<file path="src/shared/mms_defines.svh">
// constants for the maximum-mode status outputs
// Notes on behaviour
// - max mode drives two queue status outputs
// - queue codes: none, first, flush, subsequent
// - halt stops processing until interrupt or reset
// - outputs stay driven while halted
// - hold requests granted while halted too
// - three-bit bus cycle type code per cycle
// - two-bit segment indicator for current address
// - one status bit mirrors interrupt enable
// - seventh status bit zero, eighth is spare
`ifndef MMS_DEFINES_SVH
`define MMS_DEFINES_SVH
// queue codes pack {hi, lo}; lo is the first status line
`define MMS_Q_IDLE 2'h0
`define MMS_Q_FIRST 2'h2
`define MMS_Q_FLUSH 2'h1
`define MMS_Q_NEXT 2'h3
`define MMS_CT_INTA 3'h0
`define MMS_CT_IORD 3'h1
`define MMS_CT_IOWR 3'h2
`define MMS_CT_HALT 3'h3
`define MMS_CT_FETCH 3'h4
`define MMS_CT_MEMRD 3'h5
`define MMS_CT_MEMWR 3'h6
`define MMS_CT_PASSIVE 3'h7
`define MMS_SEG_EXTRA 2'h0
`define MMS_SEG_STACK 2'h1
`define MMS_SEG_CODE 2'h2
`define MMS_SEG_DATA 2'h3
`endif

</file>
<file path="src/shared/mms_pkg.sv">
// types for the maximum-mode status outputs
package mms_pkg;
   typedef enum logic [1:0] {MMS_QOP_NONE, MMS_QOP_FIRST, MMS_QOP_FLUSH, MMS_QOP_NEXT} mms_qop_t;
   typedef enum logic [2:0] {MMS_BC_INTA, MMS_BC_IORD, MMS_BC_IOWR, MMS_BC_FETCH, MMS_BC_MEMRD,
      MMS_BC_MEMWR, MMS_BC_NONE} mms_bc_t;
   typedef enum logic [1:0] {MMS_SG_EXTRA, MMS_SG_STACK, MMS_SG_CODE, MMS_SG_DATA} mms_seg_t;
endpackage : mms_pkg

</file>
<file path="src/shared/mms_hold_if.sv">
// hold request and grant signals between status top and hold arbiter
`timescale 1ns/1ns
interface mms_hold_if;
   logic req;
   logic grant;
   modport ctrl (input req, output grant);
   modport user (output req, input grant);
endinterface : mms_hold_if

</file>
<file path="src/hdl/mms_status_top.sv">
// maximum-mode queue status, bus cycle status and halt state
`timescale 1ns/1ns
`include "mms_defines.svh"
module mms_status_top
(
   input wire logic clk,
   input wire logic sys_rst,
   input wire logic max_mode,
   input wire mms_pkg::mms_qop_t queue_op,
   input wire mms_pkg::mms_bc_t cycle_req,
   input wire logic cycle_start,
   input wire mms_pkg::mms_seg_t seg_sel,
   input wire logic intr_flag,
   input wire logic stop_instruction,
   input wire logic intr_recognised,
   input wire logic hold_req,
   input wire logic rq_gt_req0,
   input wire logic rq_gt_req1,
   output logic queue_state_lo,
   output logic queue_state_hi,
   output logic cycle_type_bit0,
   output logic cycle_type_bit1,
   output logic cycle_type_bit2,
   output logic segment_ind_lo,
   output logic segment_ind_hi,
   output logic intr_enable_mirror,
   output logic fixed_zero_status,
   output logic spare_status,
   output logic halted,
   output logic exec_enable,
   output logic hold_ack,
   output logic rq_gt_grant0,
   output logic rq_gt_grant1,
   output logic status_oe
);
   import mms_pkg::*;

   typedef enum logic {MMS_RUN, MMS_HALTED} mms_state_t;

   mms_state_t state;
   mms_state_t next_state;
   logic [1:0] qs;
   logic [1:0] next_qs;
   logic [2:0] ct;
   logic [2:0] next_ct;
   logic [1:0] seg;
   logic [1:0] next_seg;
   logic ie;
   logic next_ie;
   logic halt_cycle_pending;
   logic next_halt_cycle_pending;
   mms_hold_if hif0 ();
   mms_hold_if hif1 ();
   mms_hold_if hif2 ();

   function automatic logic [1:0] qop_code(input mms_qop_t op);
      case (op)
         MMS_QOP_FIRST: qop_code = `MMS_Q_FIRST;
         MMS_QOP_FLUSH: qop_code = `MMS_Q_FLUSH;
         MMS_QOP_NEXT: qop_code = `MMS_Q_NEXT;
         default: qop_code = `MMS_Q_IDLE;
      endcase
   endfunction : qop_code

   function automatic logic [2:0] bc_code(input mms_bc_t bc);
      case (bc)
         MMS_BC_INTA: bc_code = `MMS_CT_INTA;
         MMS_BC_IORD: bc_code = `MMS_CT_IORD;
         MMS_BC_IOWR: bc_code = `MMS_CT_IOWR;
         MMS_BC_FETCH: bc_code = `MMS_CT_FETCH;
         MMS_BC_MEMRD: bc_code = `MMS_CT_MEMRD;
         MMS_BC_MEMWR: bc_code = `MMS_CT_MEMWR;
         default: bc_code = `MMS_CT_PASSIVE;
      endcase
   endfunction : bc_code

   function automatic logic [1:0] seg_code(input mms_seg_t s);
      case (s)
         MMS_SG_EXTRA: seg_code = `MMS_SEG_EXTRA;
         MMS_SG_STACK: seg_code = `MMS_SEG_STACK;
         MMS_SG_DATA: seg_code = `MMS_SEG_DATA;
         default: seg_code = `MMS_SEG_CODE;
      endcase
   endfunction : seg_code

   always_comb
   begin
      next_state = state;
      next_halt_cycle_pending = 1'b0;
      case (state)
         MMS_RUN:
         begin
            if (stop_instruction)
            begin
               next_state = MMS_HALTED;
               next_halt_cycle_pending = 1'b1;
            end
         end
         MMS_HALTED:
         begin
            if (intr_recognised)
            begin
               next_state = MMS_RUN;
            end
         end
         default: next_state = MMS_RUN;
      endcase
   end

   always_comb
   begin
      // queue events are reported one clock late, held for a full clock
      next_qs = `MMS_Q_IDLE;
      if (max_mode && state == MMS_RUN)
      begin
         next_qs = qop_code(queue_op);
      end
      next_ct = `MMS_CT_PASSIVE;
      next_seg = seg;
      // a pending halt cycle wins over a cycle start in the same clock
      if (max_mode && halt_cycle_pending)
      begin
         next_ct = `MMS_CT_HALT;
         next_seg = `MMS_SEG_CODE;
      end
      else if (max_mode && cycle_start && state == MMS_RUN)
      begin
         next_ct = bc_code(cycle_req);
         next_seg = seg_code(seg_sel);
      end
      next_ie = intr_flag;
   end

   always_ff @(posedge clk)
   begin
      if (sys_rst)
      begin
         state <= MMS_RUN;
         halt_cycle_pending <= 1'b0;
         qs <= `MMS_Q_IDLE;
         ct <= `MMS_CT_PASSIVE;
         seg <= `MMS_SEG_CODE;
         ie <= 1'b0;
      end
      else
      begin
         state <= next_state;
         halt_cycle_pending <= next_halt_cycle_pending;
         qs <= next_qs;
         ct <= next_ct;
         seg <= next_seg;
         ie <= next_ie;
      end
   end

   // one arbiter per hold source; none of them looks at the halt state
   assign hif0.req = hold_req & ~max_mode;
   assign hif1.req = rq_gt_req0 & max_mode;
   assign hif2.req = rq_gt_req1 & max_mode;
   mms_hold_arb u_arb0 (.clk(clk), .sys_rst(sys_rst), .hold(hif0.ctrl));
   mms_hold_arb u_arb1 (.clk(clk), .sys_rst(sys_rst), .hold(hif1.ctrl));
   mms_hold_arb u_arb2 (.clk(clk), .sys_rst(sys_rst), .hold(hif2.ctrl));
   assign hold_ack = hif0.grant;
   assign rq_gt_grant0 = hif1.grant;
   assign rq_gt_grant1 = hif2.grant;

   assign queue_state_lo = qs[0];
   assign queue_state_hi = qs[1];
   assign cycle_type_bit0 = ct[0];
   assign cycle_type_bit1 = ct[1];
   assign cycle_type_bit2 = ct[2];
   assign segment_ind_lo = seg[0];
   assign segment_ind_hi = seg[1];
   assign intr_enable_mirror = ie;
   assign fixed_zero_status = 1'b0;
   // spare line carries no meaning; held low so it is never unknown
   assign spare_status = 1'b0;
   assign halted = (state == MMS_HALTED);
   assign exec_enable = (state == MMS_RUN);
   // nothing floats, halted or not
   assign status_oe = 1'b1;

   queue_code_a: assert property (@(posedge clk) disable iff (sys_rst)
      (max_mode && state == MMS_RUN && queue_op == MMS_QOP_FLUSH) |=> qs == 2'h1)
      else $error("flush not reported");
   queue_first_a: assert property (@(posedge clk) disable iff (sys_rst)
      (max_mode && state == MMS_RUN && queue_op == MMS_QOP_FIRST) |=> qs == 2'h2)
      else $error("first byte not reported");
   queue_idle_a: assert property (@(posedge clk) disable iff (sys_rst)
      (state == MMS_HALTED) |=> qs == 2'h0) else $error("queue active in halt");
   min_quiet_a: assert property (@(posedge clk) disable iff (sys_rst)
      !max_mode |=> qs == 2'h0 && ct == 3'h7) else $error("status active in min mode");
   halt_hold_a: assert property (@(posedge clk) disable iff (sys_rst)
      (halted && !intr_recognised) |=> halted) else $error("halt left early");
   halt_exit_a: assert property (@(posedge clk) disable iff (sys_rst)
      (halted && intr_recognised) |=> exec_enable) else $error("halt not left");
   halt_code_a: assert property (@(posedge clk) disable iff (sys_rst)
      (max_mode && state == MMS_RUN && stop_instruction) |=> ##1 ct == 3'h3)
      else $error("halt code missing");
   cycle_idle_a: assert property (@(posedge clk) disable iff (sys_rst)
      (!cycle_start && !halt_cycle_pending) |=> ct == 3'h7) else $error("passive code missing");
   fetch_code_a: assert property (@(posedge clk) disable iff (sys_rst)
      (max_mode && cycle_start && state == MMS_RUN && !halt_cycle_pending && cycle_req == MMS_BC_FETCH)
      |=> ct == 3'h4 && seg == $past(seg_code(seg_sel))) else $error("fetch status wrong");
   seg_stack_a: assert property (@(posedge clk) disable iff (sys_rst)
      (max_mode && cycle_start && state == MMS_RUN && !halt_cycle_pending && seg_sel == MMS_SG_STACK)
      |=> seg == 2'h1) else $error("stack segment wrong");
   // the mirror is forced low in reset, so the first clock after release is skipped
   ie_mirror_a: assert property (@(posedge clk) disable iff (sys_rst)
      !$past(sys_rst) |-> intr_enable_mirror == $past(intr_flag)) else $error("ie mirror wrong");
   zero_bit_a: assert property (@(posedge clk) disable iff (sys_rst)
      !fixed_zero_status && status_oe) else $error("fixed bit or drive lost");
   halt_grant_a: assert property (@(posedge clk) disable iff (sys_rst)
      (halted && max_mode && rq_gt_req0) |=> rq_gt_grant0) else $error("no grant in halt");

   halt_cover: cover property (@(posedge clk) halted ##1 !halted);
   flush_cover: cover property (@(posedge clk) qs == 2'h1);
   next_cover: cover property (@(posedge clk) qs == 2'h2 ##1 qs == 2'h3);
   hold_halt_cover: cover property (@(posedge clk) halted && hold_ack);
   min_hold_cover: cover property (@(posedge clk) !max_mode && hold_ack);
endmodule : mms_status_top

</file>
<file path="src/hdl/mms_hold_arb.sv">
// bus hold arbiter, same behaviour running or halted
`timescale 1ns/1ns
module mms_hold_arb
(
   input wire logic clk,
   input wire logic sys_rst,
   mms_hold_if.ctrl hold
);
   logic grant;
   logic next_grant;

   always_comb
   begin
      // grant follows request independent of halt state
      next_grant = hold.req;
   end

   always_ff @(posedge clk)
   begin
      if (sys_rst)
      begin
         grant <= 1'b0;
      end
      else
      begin
         grant <= next_grant;
      end
   end

   assign hold.grant = grant;

   hold_follow_a: assert property (@(posedge clk) disable iff (sys_rst)
      hold.req |=> hold.grant) else $error("hold not granted");
endmodule : mms_hold_arb

</file>
<file path="config.mk">
export PLATFORM = sky130hd
export DESIGN_NAME = mms_status_top
export DESIGN_NICKNAME = d
export VERILOG_FILES = /design/src/shared/mms_pkg.sv /design/src/shared/mms_hold_if.sv /design/src/hdl/mms_status_top.sv /design/src/hdl/mms_hold_arb.sv
export VERILOG_INCLUDE_DIRS = /design/src /design/src/shared
export SDC_FILE = /design/constraint.sdc
export NUM_CORES = 1
export LEC_CHECK = 0
export BUFFER_PORTS_ARGS = -buffer_cell sky130_fd_sc_hd__buf_2
export CAP_MARGIN = 20
export CORE_AREA = 2 2 39 41
export DETAILED_ROUTE_END_ITERATION = 8
export DIE_AREA = 0 0 41 43
export PLACE_DENSITY = 0.78
export SLEW_MARGIN = 20
export SYNTH_ARGS = -nofsm -noshare
export SYNTH_HDL_FRONTEND = slang
export SYNTH_SLANG_ARGS = --single-unit
export TNS_END_PERCENT = 30
</file>
<file path="constraint.sdc">
create_clock -name clk -period 2.09 [get_ports clk]
set_input_delay 0.3135 -clock clk [delete_from_list [all_inputs] [get_ports clk]]
set_output_delay 0.3135 -clock clk [all_outputs]
set_load 0.03 [all_outputs]
</file>
==> results.md <==
* Status: finished, final reports clean
* Commonest non-fill, non-tap cell in the layout: buf_2
* Initial antenna violation count at 0
* Power consumption at 494.9 uW
* Max clock buf depth at 2
* Max Cap Viol at 0
* First-pass GRT wire length at 1359 um
* GRT Overall Usage at 0.1178
* Skew final at 0.002212 ns
* Crit path time final at 1.292 ns
* Placement row count at 14
* Initial cell density of the core at 0.3454
* Synthesis-to-finish area growth at 36.13%
* Yosys top cell area share at 0.5445
* Max FO, Critical Path at 7
* Gr ovfl total at 0
* RSZ-0062 raised after global routing: false
* Clock Latency Late Sink at 0.27 ns
* Reg2reg end: ct[2]
* Die height at 43 um
* Root Driver: clkbuf_4
* Reg2reg path depth at 3
* Ports at 33
* CP Class: flip-flop to output port
* Yosys top cell by area: dfxtp_1
* Vias in the first global route at 341
* Setup TNS at 0 ns
* #FFs+latches synth at 13
* Worst Path Required at 1.78 ns
* CTS Sinks at 13
* Die ar. at 0.001763 mm^2
* Hold violation count in the final report at 0
* Fmax at 774.2 MHz
* Fin crit share at 0.6180
* Average footprint of a synthesized cell at 10.62 um^2
* ANT nets after route at 0
* Area of the multi-input gates at 191.4 um^2
* Hold Startpoint: intr_flag
* Worst flop-to-flop path startpoint: halted
* Vias at 401
* Cts bufs inserted at 3
* IO Port Bufs at 29
* Cts repair resizes at 0
* Hold Path End: intr_enable_mirror
* Layout fillers at 145
* Startpoint Class: flip-flop
* FF/Latch Area at 260.3 um^2
* Synth area leaders: dfxtp_1 54%, mux2i_1 6.3%, nor2b_1 5.2%
* Hold Slack at 0.2577 ns
* Post-Route WL at 877 um
* Min-Delay Path Depth at 2
* Setup Buffers After CTS at 0
* Synthesized instance count at 45
* Slew Viols, Final at 0
* Final Wtd Congestion at 0.6127
* Pwr Density at 760.7 mW/mm^2
* CP arrival at 0.98 ns
* Largest net degree at the start of global routing at 8
* Final Setup Violations at 0
* Layout cells sized above 1 at 0.4474
* Leakage Power at 0.3239 nW
* Core area at 0.001384 mm^2
* Via density at 4.359
* CTS tree: done
* Unique masters post-synth at 17
* Post-Syn Area at 478.0 um^2
* Post-route DRC at 0
* Hold-fix buffers, CTS at 0
* Clock transition at the registers of the reported paths at 0.07 ns
* Iter 0 DRT Violations at 5
* First-pass iteration count of the detailed router at 4
* Critical Path Sink Type: output port
* VDD IR max at 0.3383 mV
* Final Net Count at 94
* Commonest cells after routing, fill and taps aside: 29 x buf_2, 13 x dfxtp_1, 4 x nor2b_1
* Synth Warn # at 0
* Htree depth at 1
* Flop-to-flop setup slack at 1.03 ns
* Ant diodes at 0
* Class of the worst hold path: primary input to flip-flop
* Die W at 41 um
* Post-synthesis sequential area ratio at 0.5445
* DR WL/cell at 9.533 um
## registers in the layout (all words and copies together) (netlist names)
name,count
halted,1
qs,2
intr_enable_mirror,1
u_arb0.hold.grant,1
halt_cycle_pending,1
u_arb2.hold.grant,1
seg,2
u_arb1.hold.grant,1
ct,3
## worst max-delay path by stage
stage | start | to | slack, ns | depth (start not counted)
5_1_grt | halted | exec_enable | 0.71 | 2
2_1_floorplan | halted | seg[1] | 0.92 | 3
3_5_place_dp | sys_rst | ct[0] | 0.97 | 4
6_report | halted | exec_enable | 0.80 | 2
3_3_place_gp | sys_rst | ct[1] | 1.00 | 4
4_1_cts | halted | exec_enable | 0.78 | 2
## cell families after synthesis
group	Yosys count	share of synthesized area
mux	3	0.06283
flops	13	0.5445
buf+inv	5	0.06283
simple gates	17	0.2304
compound gates	4	0.06545
xor+xnor	1	0.01833
other cells	2	0.01571
## layer usage
metal  global-route usage  routed length [um]
met2               0.1656                 412
met4               0.1000                   6
met5                    0                   0
met3              0.05236                 131
met1               0.1266                 327
## worst max-delay path, stage by stage (launching register included)
cell and delay [ns]:
dfxtp_1 0.44, inv_1 0.09, buf_2 0.18
## where the power goes
part	leakage, nW	internal [mW]	switching (mW)
sequential	0.107	0.258	0.00537
clock	0.0150	0.0738	0.0739
combinational	0.202	0.0313	0.0521
## Yosys cell counts (all sizes together)
library cell  number
nor2               1
dfxtp             13
inv                2
nor2b              4
xnor2              1
buf                3
conb               2
nand3b             1
a2111oi            1
nand2              3
a21oi              2
and3               3
nand2b             1
nor3b              3
nor4b              1
a31oi              1
mux2i              3
## metrics by stage
| step | worst slack [ns] | cell area, um^2 | cells | utilization |
|---|---|---|---|---|
| 2_1_floorplan | 0.9202 | 481.7 | 46 | - |
| 3_3_place_gp | 1.002 | 624.3 | 88 | 0.4512 |
| 3_5_place_dp | 0.9664 | 624.3 | 88 | 0.4512 |
| 4_1_cts | 0.7786 | 650.6 | 92 | 0.4702 |
| 5_1_grt | 0.7060 | 650.6 | 92 | 0.4702 |
| 6_report | 0.7984 | 650.6 | 92 | 0.4702 |
## layout make-up
class	instances	share of cell area
multi-input combinational	28	0.2942
tap	16	0.03077
timing repair buffer	29	0.2231
inverter	2	0.01154
clock buffer	4	0.04038
sequential	13	0.4000
Power figures use the tool's default switching activity.
